$ cat src/hdl/esrc_pkg.sv
// constants for the controller of an asynchronous 512k x 32 error-correcting memory
// assumes a 10 MHz system clock; all device timing is rounded to whole cycles
package esrc_pkg;
  localparam int ADDR_W = 19;
  localparam int DATA_W = 32;
  localparam int CLK_PERIOD_PS = 100000;
  // device timing figures in picoseconds
  localparam int T_READ_CYCLE_PS = 20000;
  localparam int T_GLQV_PS = 8600;
  localparam int T_FLOAT_PS = 5000;
  localparam int T_WRITE_PULSE_PS = 12000;
  localparam int T_FLAG_LOW_PS = 5000;
  // least times round up, never below one cycle
  function automatic int cyc_up(input int ps);
    int c;
    c = (ps + CLK_PERIOD_PS - 1) / CLK_PERIOD_PS;
    return (c < 1) ? 1 : c;
  endfunction : cyc_up
  localparam int READ_CYC = cyc_up(T_READ_CYCLE_PS);
  localparam int GLQV_CYC = cyc_up(T_GLQV_PS);
  localparam int FLOAT_CYC = cyc_up(T_FLOAT_PS);
  localparam int WRITE_CYC = cyc_up(T_WRITE_PULSE_PS);
  localparam int FLAG_LOW_CYC = cyc_up(T_FLAG_LOW_PS);
  localparam int CNT_W = 4;
  localparam logic [ADDR_W-1:0] ADDR_RESET = 19'h00000;
  localparam logic [DATA_W-1:0] DATA_RESET = 32'h00000000;
  typedef enum logic [1:0] {
    ESRC_CMD_READ,
    ESRC_CMD_WRITE,
    ESRC_CMD_STANDBY
  } esrc_cmd_type;
endpackage : esrc_pkg

$ cat src/hdl/esrc_sync_if.sv
// carries the synchronised device input levels between the controller modules
// assumes a single clock domain
`timescale 1ns/10ps
`default_nettype none
interface esrc_sync_if;
  logic [esrc_pkg::DATA_W-1:0] data;
  logic flag;
  modport src (output data, output flag);
  modport dst (input data, input flag);
endinterface : esrc_sync_if
`default_nettype wire

$ cat src/hdl/esrc_sync.sv
// two-stage synchroniser for the data bus and error flag pin levels
// assumes the pins are asynchronous to sys_clk
`timescale 1ns/10ps
`default_nettype none
module esrc_sync (
  // clock and reset
  input wire logic sys_clk,
  input wire logic rst_n,
  // raw pins
  input wire logic [esrc_pkg::DATA_W-1:0] data_pin,
  input wire logic flag_pin,
  // synchronised levels
  esrc_sync_if.src sync
);
  logic [esrc_pkg::DATA_W-1:0] data_meta_reg;
  logic flag_meta_reg;
  // first stage feeds only the second stage
  always_ff @(posedge sys_clk or negedge rst_n) begin
    if (!rst_n) begin
      data_meta_reg <= esrc_pkg::DATA_RESET;
      flag_meta_reg <= 1'b0;
      sync.data <= esrc_pkg::DATA_RESET;
      sync.flag <= 1'b0;
    end else begin
      data_meta_reg <= data_pin;
      flag_meta_reg <= flag_pin;
      sync.data <= data_meta_reg;
      sync.flag <= flag_meta_reg;
    end
  end
endmodule : esrc_sync
`default_nettype wire

$ cat src/hdl/esrc_ctrl.sv
// controller that drives an asynchronous error-correcting 512k x 32 memory
// assumes an external pull-down on the error flag pin and one user on the command port
// Contract
// - read: selected, write strobe high, drive low
// - drive and strobe high: flag pin low
// - clear: deselect first, then raise drive
// - wait flag low, move to good address
// - address changes no faster than 20 ns
`timescale 1ns/10ps
`default_nettype none
module esrc_ctrl #(
  parameter int ADDR_W = esrc_pkg::ADDR_W,
  parameter int DATA_W = esrc_pkg::DATA_W
) (
  // clock and reset
  input wire logic sys_clk,
  input wire logic rst_n,
  // user command port
  input wire logic cmd_valid,
  input wire esrc_pkg::esrc_cmd_type cmd_op,
  input wire logic [ADDR_W-1:0] cmd_addr,
  input wire logic [DATA_W-1:0] cmd_wdata,
  input wire logic [ADDR_W-1:0] safe_addr,
  input wire logic scrub_in_standby,
  output logic cmd_ready,
  output logic rsp_valid,
  output logic [DATA_W-1:0] rsp_rdata,
  output logic rsp_error,
  output logic flag_cleared,
  // memory pins
  output logic chip_select_first_n,
  output logic chip_select_second,
  output logic write_strobe_n,
  output logic output_drive_n,
  output logic [ADDR_W-1:0] mem_addr,
  input wire logic [DATA_W-1:0] data_in,
  output logic [DATA_W-1:0] data_out,
  output logic data_oe,
  input wire logic error_flag_pin_in,
  output logic error_flag_pin_out,
  output logic error_flag_pin_oe
);
  // ************************************************************
  // synchronised pins
  // ************************************************************
  esrc_sync_if sync_bus ();
  esrc_sync u_sync (
    .sys_clk(sys_clk),
    .rst_n(rst_n),
    .data_pin(data_in),
    .flag_pin(error_flag_pin_in),
    .sync(sync_bus.src)
  );
  // ************************************************************
  // sequencer
  // ************************************************************
  typedef enum logic [3:0] {
    ST_IDLE, ST_READ, ST_WRITE, ST_FLOAT,
    ST_DESELECT, ST_DRIVE_HIGH, ST_WAIT_LOW, ST_RESELECT, ST_CLEAR_READ
  } esrc_state_type;
  esrc_state_type state_reg;
  logic [esrc_pkg::CNT_W-1:0] cnt_reg;
  logic cnt_done;
  logic flag_seen_reg;
  assign cnt_done = (cnt_reg == '0);
  function automatic logic [esrc_pkg::CNT_W-1:0] cyc(input int n);
    return esrc_pkg::CNT_W'(n - 1);
  endfunction : cyc
  // state and wait counter; every wait is at least the device figure
  always_ff @(posedge sys_clk or negedge rst_n) begin
    if (!rst_n) begin
      state_reg <= ST_IDLE;
      cnt_reg <= '0;
    end else begin
      if (!cnt_done) begin
        cnt_reg <= cnt_reg - 1'b1;
      end
      unique case (state_reg)
        ST_IDLE: begin
          if (cmd_valid && cmd_op == esrc_pkg::ESRC_CMD_READ) begin
            state_reg <= ST_READ;
            cnt_reg <= cyc(esrc_pkg::READ_CYC + 2);
          end else if (cmd_valid && cmd_op == esrc_pkg::ESRC_CMD_WRITE) begin
            state_reg <= ST_WRITE;
            cnt_reg <= cyc(esrc_pkg::WRITE_CYC);
          end
        end
        ST_READ: begin
          // two extra cycles cover the synchroniser on sampled data
          if (cnt_done) begin
            state_reg <= ST_FLOAT;
            cnt_reg <= cyc(esrc_pkg::FLOAT_CYC);
          end
        end
        ST_WRITE: begin
          if (cnt_done) begin
            state_reg <= ST_FLOAT;
            cnt_reg <= cyc(esrc_pkg::FLOAT_CYC);
          end
        end
        ST_FLOAT: begin
          // bus floats before anything else drives it
          if (cnt_done) begin
            state_reg <= flag_seen_reg ? ST_DESELECT : ST_IDLE;
            cnt_reg <= cyc(esrc_pkg::FLOAT_CYC);
          end
        end
        ST_DESELECT: begin
          if (cnt_done) begin
            state_reg <= ST_DRIVE_HIGH;
            cnt_reg <= cyc(esrc_pkg::FLAG_LOW_CYC);
          end
        end
        ST_DRIVE_HIGH: begin
          if (cnt_done) begin
            state_reg <= ST_WAIT_LOW;
          end
        end
        ST_WAIT_LOW: begin
          if (!sync_bus.flag) begin
            state_reg <= ST_RESELECT;
            cnt_reg <= cyc(esrc_pkg::READ_CYC + 1);
          end
        end
        ST_RESELECT: begin
          if (cnt_done) begin
            state_reg <= ST_CLEAR_READ;
            cnt_reg <= cyc(esrc_pkg::GLQV_CYC + 2);
          end
        end
        ST_CLEAR_READ: begin
          if (cnt_done) begin
            state_reg <= ST_FLOAT;
            cnt_reg <= cyc(esrc_pkg::FLOAT_CYC);
          end
        end
      endcase
    end
  end
  // ************************************************************
  // pin drive
  // ************************************************************
  // pins registered so every output comes from a flip-flop
  always_ff @(posedge sys_clk or negedge rst_n) begin
    if (!rst_n) begin
      chip_select_first_n <= 1'b1;
      chip_select_second <= 1'b0;
      write_strobe_n <= 1'b1;
      output_drive_n <= 1'b1;
      mem_addr <= esrc_pkg::ADDR_RESET;
      data_out <= esrc_pkg::DATA_RESET;
      data_oe <= 1'b0;
    end else begin
      unique case (state_reg)
        ST_IDLE: begin
          write_strobe_n <= 1'b1;
          output_drive_n <= 1'b1;
          data_oe <= 1'b0;
          if (cmd_valid && cmd_op != esrc_pkg::ESRC_CMD_STANDBY) begin
            chip_select_first_n <= 1'b0;
            chip_select_second <= 1'b1;
            mem_addr <= cmd_addr; // one access per read cycle time
            data_out <= cmd_wdata;
            output_drive_n <= (cmd_op == esrc_pkg::ESRC_CMD_READ) ? 1'b0 : 1'b1;
            write_strobe_n <= (cmd_op == esrc_pkg::ESRC_CMD_WRITE) ? 1'b0 : 1'b1;
            data_oe <= (cmd_op == esrc_pkg::ESRC_CMD_WRITE); // data bus driven only for writes
          end else begin
            // scrub standby uses second select low; otherwise first select high
            chip_select_first_n <= !scrub_in_standby;
            chip_select_second <= 1'b0;
          end
        end
        ST_WRITE: begin
          if (cnt_done) begin
            write_strobe_n <= 1'b1;
          end
        end
        ST_READ, ST_CLEAR_READ: begin
          // on an error the device is deselected first; drive rises a cycle later
          if (cnt_done && sync_bus.flag) begin
            chip_select_first_n <= 1'b1;
            chip_select_second <= 1'b0;
          end else if (cnt_done) begin
            output_drive_n <= 1'b1;
          end
        end
        ST_FLOAT: begin
          data_oe <= 1'b0;
          output_drive_n <= 1'b1;
          write_strobe_n <= 1'b1;
        end
        ST_DESELECT: begin
          chip_select_first_n <= 1'b1; // scrub pauses here
          chip_select_second <= 1'b0;
        end
        ST_DRIVE_HIGH, ST_WAIT_LOW: begin
          output_drive_n <= 1'b1;
          mem_addr <= safe_addr;
        end
        ST_RESELECT: begin
          chip_select_first_n <= 1'b0;
          chip_select_second <= 1'b1;
          if (cnt_done) begin
            output_drive_n <= 1'b0;
          end
        end
      endcase
    end
  end
  // ************************************************************
  // error flag pin: never driven high, so no function-select entry
  // ************************************************************
  always_ff @(posedge sys_clk or negedge rst_n) begin
    if (!rst_n) begin
      error_flag_pin_out <= 1'b0;
      error_flag_pin_oe <= 1'b0;
    end else begin
      error_flag_pin_out <= 1'b0;
      error_flag_pin_oe <= 1'b0;
    end
  end
  // ************************************************************
  // responses and flag tracking
  // ************************************************************
  // flag sample taken at end of access, flag high means error
  always_ff @(posedge sys_clk or negedge rst_n) begin
    if (!rst_n) begin
      rsp_valid <= 1'b0;
      rsp_rdata <= esrc_pkg::DATA_RESET;
      rsp_error <= 1'b0;
      flag_seen_reg <= 1'b0;
      flag_cleared <= 1'b0;
      cmd_ready <= 1'b0;
    end else begin
      rsp_valid <= 1'b0;
      flag_cleared <= 1'b0;
      cmd_ready <= (state_reg == ST_FLOAT) && cnt_done && !flag_seen_reg;
      if (state_reg == ST_READ && cnt_done) begin
        rsp_valid <= 1'b1;
        rsp_rdata <= sync_bus.data;
        rsp_error <= sync_bus.flag;
        flag_seen_reg <= sync_bus.flag;
      end
      if (state_reg == ST_CLEAR_READ && cnt_done) begin
        flag_seen_reg <= sync_bus.flag;
        flag_cleared <= !sync_bus.flag;
      end
    end
  end
endmodule : esrc_ctrl
`default_nettype wire

$ cat config.mk
export PLATFORM = sky130hd
export DESIGN_NAME = esrc_ctrl
export DESIGN_NICKNAME = d
export VERILOG_FILES = /design/src/hdl/esrc_pkg.sv /design/src/hdl/esrc_sync_if.sv /design/src/hdl/esrc_sync.sv /design/src/hdl/esrc_ctrl.sv
export SDC_FILE = /design/constraint.sdc
export NUM_CORES = 1
export LEC_CHECK = 0
export ABC_CLOCK_PERIOD_IN_PS = 3600
export BUFFER_PORTS_ARGS = -buffer_cell sky130_fd_sc_hd__buf_2
export CAP_MARGIN = 30
export CORE_MARGIN = 2
export CORE_UTILIZATION = 54
export DETAILED_ROUTE_END_ITERATION = 6
export GPL_TIMING_DRIVEN = 0
export PLACE_DENSITY = 0.95
export SLEW_MARGIN = 20
export SYNTH_ARGS = -nofsm -noshare
export SYNTH_HDL_FRONTEND = slang
export SYNTH_SLANG_ARGS = --single-unit
$ cat constraint.sdc
create_clock -name sys_clk -period 3.6 [get_ports sys_clk]
set_input_delay 0.72 -clock sys_clk [delete_from_list [all_inputs] [get_ports sys_clk]]
set_output_delay 0.72 -clock sys_clk [all_outputs]
set_load 0.05 [all_outputs]
# Word-level counts from Yosys, hierarchy flattened
# Index checks and enable logic that the tools add are counted.
totals:
  ff_bits: 167
  in_bits: 109
  out_inout_bits: 94
  elab_cells: 113
op_classes:
  add_sub_neg: 1
  n_eq_ne: 22
  n_reduce_logical: 31
  n_mux: 40
op_table:
  columns: ["operator", "count"]
  rows:
  - ["two-way mux 4 bit", 14]
  - ["one-hot mux 19 bit (2 select lines)", 1]
  - ["one-hot mux 4 bit (7 select lines)", 1]
  - ["!= test 2 bit, second input constant", 11]
  - ["two-way mux 19 bit", 1]
  - ["== test 4 x 3 -> 1 bit, second input constant", 4]
  - ["two-way mux 1 bit", 16]
  - ["one-hot mux 4 bit (4 select lines)", 1]
  - ["one-hot mux 1 bit (4 select lines)", 3]
  - ["== test 4 x 2 -> 1 bit, second input constant", 2]
  - ["logical AND 1 bit", 8]
  - ["zero test 4 bit", 2]
  - ["AND reduction 2 bit", 4]
  - ["nonzero test 4 bit", 2]
  - ["AND reduction 7 bit", 1]
  - ["nonzero test 2 bit", 3]
  - ["OR reduction 3 bit", 2]
  - ["OR reduction 5 bit", 1]
  - ["== test 4 x 1 -> 1 bit, second input constant", 1]
  - ["== test 4 bit, second input constant", 1]
  - ["AND reduction 4 bit", 1]
  - ["OR reduction 2 bit", 2]
  - ["subtractor 4 x 1 -> 4 bit, second input constant", 1]
  - ["zero test 1 bit", 3]
  - ["other kinds (8)", 8]

# Longest topological paths before layout
logic_depth:
  depth_word: 5
  mapped_depth: 8

# By module
# Synthesis repeated with hierarchy kept, for this count alone.
hier_totals:
  cells_unflattened: 424
  hier_area_um2: 6348.6
by_module_without_submodules:
  columns: ["mod", "cells_each", "n_inst", "area_each_um2", "seq_area_each_um2"]
  rows:
  - ["esrc_ctrl", 358, 1, 4697.0, 2531.2]
  - ["esrc_sync", 66, 1, 1651.6, 1651.6]

# Worst setup path before layout
# No wires, ideal clock.
synth_timing:
  path_kind: "register to register"
  startpoint: "reg cnt_reg[0] in the netlist's numbering"
  endpoint: "reg chip_select_second"
  arrival_ns: 1.757
  setup_slack_ns: 1.719
  setup_time_ns: 0.125
  path_buffers: 0
  path_stages_with_launch: 8
  path_cell_list: "dfrtp_1 > inv_1 > ha_1 > nor3b_4 > nand3b_1 > maj3_2 > o21ai_2 > mux2_2"
synth_via:
  elab_chain_cells: 4
synth_lines:
  columns: ["element", "line_no", "text"]
  rows:
  - ["start, declared", "esrc_ctrl.sv:62", "logic [esrc_pkg::CNT_W-1:0] cnt_reg;"]
  - ["start signal, assigned", "esrc_ctrl.sv:76", "cnt_reg <= cnt_reg - 1'b1;"]
  - ["start signal, assigned", "esrc_ctrl.sv:82", "cnt_reg <= cyc(esrc_pkg::READ_CYC + 2);"]
  - ["start signal, assigned", "esrc_ctrl.sv:85", "cnt_reg <= cyc(esrc_pkg::WRITE_CYC);"]
  - ["zero test 4 bit", "esrc_ctrl.sv:65", "assign cnt_done = (cnt_reg == '0);"]
  - ["logical AND 1 bit", "esrc_ctrl.sv:180", "if (cnt_done && sync_bus.flag) begin"]
  - ["!= test 2 bit (no line)", null, null]
  - ["AND reduction 2 bit (no line)", null, null]
  - ["end signal, assigned", "esrc_ctrl.sv:182", "chip_select_second <= 1'b0;"]
  - ["end signal, assigned", "esrc_ctrl.sv:194", "chip_select_second <= 1'b0;"]
  - ["end signal, assigned", "esrc_ctrl.sv:202", "chip_select_second <= 1'b1;"]
  - ["end, declared", "esrc_ctrl.sv:32", "output logic chip_select_second,"]
# No other way between the ends.
# A chain may end at the register's enable or synchronous reset.

# Final worst setup path
layout_timing:
  startpoint: "reg cnt_reg[1] in the netlist's numbering"
  endpoint: "reg chip_select_second"
# The elaborated chain is that of the path after synthesis.

==> summary.txt <==
Setup path
  • Peak per-stage delay on the critical path: roughly 0.4 ns
  • Critical-path cell list: inv_1 > ha_1 > nor3b_4 > nand3b_1 > maj3_2 > o21ai_2 > mux2_2
  • Slowest-stage cell, CP: dfrtp_1
  • CP Class: reg2reg
  • Crit Path Max Fanout: 4
  • Crit path launch type: register
  • CP endpoint kind: register
  • WP data arrival: 2.38 ns
  • Required time of the critical path: 3.89 ns

Placed design
  • Post-DP Area: 7405 sq um
  • IO Port Bufs: 200
  • Final GP Congestion: between 0.8 and 0.9
  • DP HPWL: about 10000 um

Power and ir drop
  • Comb power frac: 46.6%
  • LEAKAGE: 0.003974 uW
  • Sw Ratio: 45.15%
  • Flop pwr share: approximately 33%
  • P_int: 4662 uW
  • NetSw: 3838 uW
  • Pwr Density: 1065 nW/um^2
  • Peak supply drop: 0.0008317 V
  • Clock network fraction of total power: between 20% and 30%

STA
  • Max Clk Rate: 479.7 MHz
  • Post-Route Setup TNS: 0 ns
  • Fin crit share: 57.91%
  • Fin crit period: 2.085 ns
  • RSZ-0062 raised after global routing: no
  • Final Hold Vio Count: 0
  • Slew HR: 61.30%
  • Worst slew pin tran: 0.5805 ns
  • Max-slew violations: 0
  • Clock Skew: just under 0.007 ns
  • Endpoints failing setup: 0

Finish
  • Nets: roughly 770
  • Share of layout cells above drive strength 1: between 40 and 50%
  • Area growth syn-to-layout: 29.06%
  • Fin area: 7980 sq um
  • Fillcell total: 736

Floorplan
  • Site Rows: 39
  • Starting density of the core: 54.86%
  • Chip Width: about 110 um
  • I/O pins: just over 200
  • Core Area: 11270 sq um
  • Die ar.: around 12000 sq um
  • Die Span Y: 111.0 um

CTS
  • Clk_lat worst skew: 0.41 ns
  • Cts bufs inserted: 17
  • Cts hold-fix bufs: 0
  • Clk slew on worst S/H paths: 0.06 ns
  • Max clock buf depth: 2
  • H-tree Lvls: 4
  • CTS root buffer: clkbuf_16
  • CTS tree: yes
  • Post-CTS Setup Bufs: 0
  • # resized after CTS: 0
  • Num Clock Sinks: 167

Global route
  • Initial antenna violation count: 1
  • Global route overflow: 0
  • Largest net degree at the start of global routing: 92
  • First-pass GRT wire length: 22990 um
  • Global Route Usage Sum: 23.90%
  • Vias in the first global route: 4667

Detailed routing
  • Vias/cell: ~5.3
  • Antenna-violating nets left: 0
  • DRC errors left: 0
  • Total number of vias: 4281
  • DRT iter0 DRCs: 319
  • Final WL: 14160 um
  • Pre-antenna DRT Iters: 4
  • Routed wire per std cell: 17.37 um

Synth
  • Synthesis warning total: 0
  • Netlist Area Pre-Place: 6183 sq um
  • Gate Count Post-Synth: 437
  • Yosys cell types: 53
  • Post-synth EDFFs: 0
  • Seq/Total Area, Yosys: 67.64%
  • Post-synth ARST share: 100.0%
  • Syn Area/Cell: around 14 sq um
  • Seq cells post-synth: 167
  • Synth Flop Type: dfrtp_1

Flow run
  • Max cap viols: 0

Hold path
  • Hold Path Class: in2async

Run status
  • Status: completed
[Yosys cell counts (all sizes together), types with 2 or more instances]
| cell type | count | area (sq um) |
|---|---|---|
| o21ai | 17 | 88.83 |
| dfrtp | 164 | 4104 |
| o22ai | 23 | 143.9 |
| nand2b | 5 | 31.28 |
| and2 | 2 | 12.51 |
| nor2 | 51 | 198.9 |
| nor4 | 2 | 18.77 |
| a31oi | 2 | 12.51 |
| dfstp | 3 | 78.83 |
| nor3 | 6 | 30.03 |
| o211ai | 2 | 15.01 |
| buf | 20 | 127.6 |
| a21oi | 14 | 70.07 |
| nor2b | 5 | 31.28 |
| clkbuf | 4 | 15.01 |
| nand2 | 7 | 28.78 |
| mux2 | 68 | 874.6 |
| nor3b | 2 | 26.28 |
| inv | 12 | 45.04 |
| ha | 2 | 25.02 |
| nand3 | 6 | 42.54 |
| or3 | 2 | 12.51 |
[stage by stage]
| step | instances | utilization, % | power (uW) | hold slack [ns] | setup WS [ns] |
|---|---|---|---|---|---|
| global placement | 781 | 65.36 | 6641 | 0.3323 | -0.4768 |
| floorplan | 438 | - | 5796 | 0.3312 | 1.719 |
| finish | 815 | 70.80 | 8500 | 0.2838 | 1.515 |
| CTS | 814 | 70.77 | 8560 | 0.2916 | 1.506 |
| global route | 815 | 70.80 | 8900 | 0.3030 | 1.387 |
| detailed placement | 782 | 65.69 | 6777 | 0.3347 | 1.370 |
[critical path, delay by kind of cell, from the launching register on]
kind	cells	cell delay (ns)
multiplexers	1	0.37
buffers and inverters	1	0.07
flip-flops	1	0.40
adder cells (fa/ha/maj)	2	0.54
AO/OA/AOI/OAI	1	0.18
AND/OR/NAND/NOR	2	0.42
[cells by family (layout without fill, tap and decap cells)]
| group | count (synthesis) | after routing | synth area share [%] |
|---|---|---|---|
| flip-flops | 167 | 167 | 67.64 |
| AND/OR/NAND/NOR | 93 | 93 | 7.568 |
| multiplexers | 69 | 69 | 14.31 |
| AO/OA/AOI/OAI | 67 | 67 | 6.657 |
| buffers and inverters | 36 | 269 | 3.035 |
| adder cells (fa/ha/maj) | 3 | 3 | 0.5867 |
| other | 1 | 3 | 0.06065 |
| XOR/XNOR | 1 | 1 | 0.1417 |
[power by group through the flow]
stage	combinational (uW)	sequential (uW)	clock, uW
global placement	3860	2780	0
CTS	3970	2810	1780
detailed placement	3960	2820	0
floorplan	1270	4520	0
finish	3960	2810	1730
global route	4160	2870	1870
[layer usage]
layer | vias to the layer above | share of wire (%) | GRT usage (%)
li1 | 1958 | - | -
met1 | 2110 | 40 | 28.95
met2 | 192 | 52 | 40.74
met3 | 21 | 6.4 | 6.670
met4 | 0 | 1.7 | 9.712
met5 | - | 0 | 0
[path summary, 6_finish.rpt]
check | start | to | cells past startpoint | slack (ns)
min in group sys_clk | u_sync.data_meta_reg[9] | u_sync.sync.data[9] | 0 | 0.34
worst min register to register | u_sync.data_meta_reg[9] | u_sync.sync.data[9] | 0 | 0.34
worst max register to register | cnt_reg[1] | chip_select_second | 7 | 1.52
worst max-delay path | cnt_reg[1] | chip_select_second | 7 | 1.52
worst min-delay path | rst_n | rsp_rdata[11] | 1 | 0.28
max in group asynchronous | rst_n | u_sync.data_meta_reg[19] | 2 | 2.50
[placed cells by master (no fill, tap or decap), types with 3 or more instances in the layout]
| master | synthesis | final |
|---|---|---|
| nor3_1 | 6 | 6 |
| o21ai_1 | 3 | 3 |
| inv_1 | 11 | 11 |
| o21ai_0 | 13 | 13 |
| nor2_1 | 50 | 50 |
| nor2b_1 | 5 | 5 |
| buf_6 | 4 | 4 |
| nand2_1 | 6 | 6 |
| nand2b_1 | 5 | 5 |
| a21oi_1 | 14 | 14 |
| mux2_2 | 38 | 38 |
| clkbuf_1 | 4 | 6 |
| o22ai_1 | 23 | 23 |
| clkbuf_16 | 0 | 17 |
| dfstp_2 | 3 | 3 |
| mux2_4 | 29 | 29 |
| nand3_1 | 5 | 5 |
| buf_2 | 12 | 211 |
| dfrtp_1 | 164 | 164 |
[layout make-up]
type | count | area (sq um) | share of cell area, %
diodes | 1 | 2.502 | 0.03136
plain buffers | 24 | 142.6 | 1.787
clock buffers | 21 | 460.4 | 5.770
clock inverters | 11 | 112.6 | 1.411
inverters | 12 | 45.04 | 0.5644
multi-input cells | 235 | 1817 | 22.77
flip-flops and latches | 167 | 4183 | 52.41
well taps | 143 | 178.9 | 2.242
repair buffers | 201 | 1039 | 13.01
Note: power is estimated with default switching activity, not from simulation.
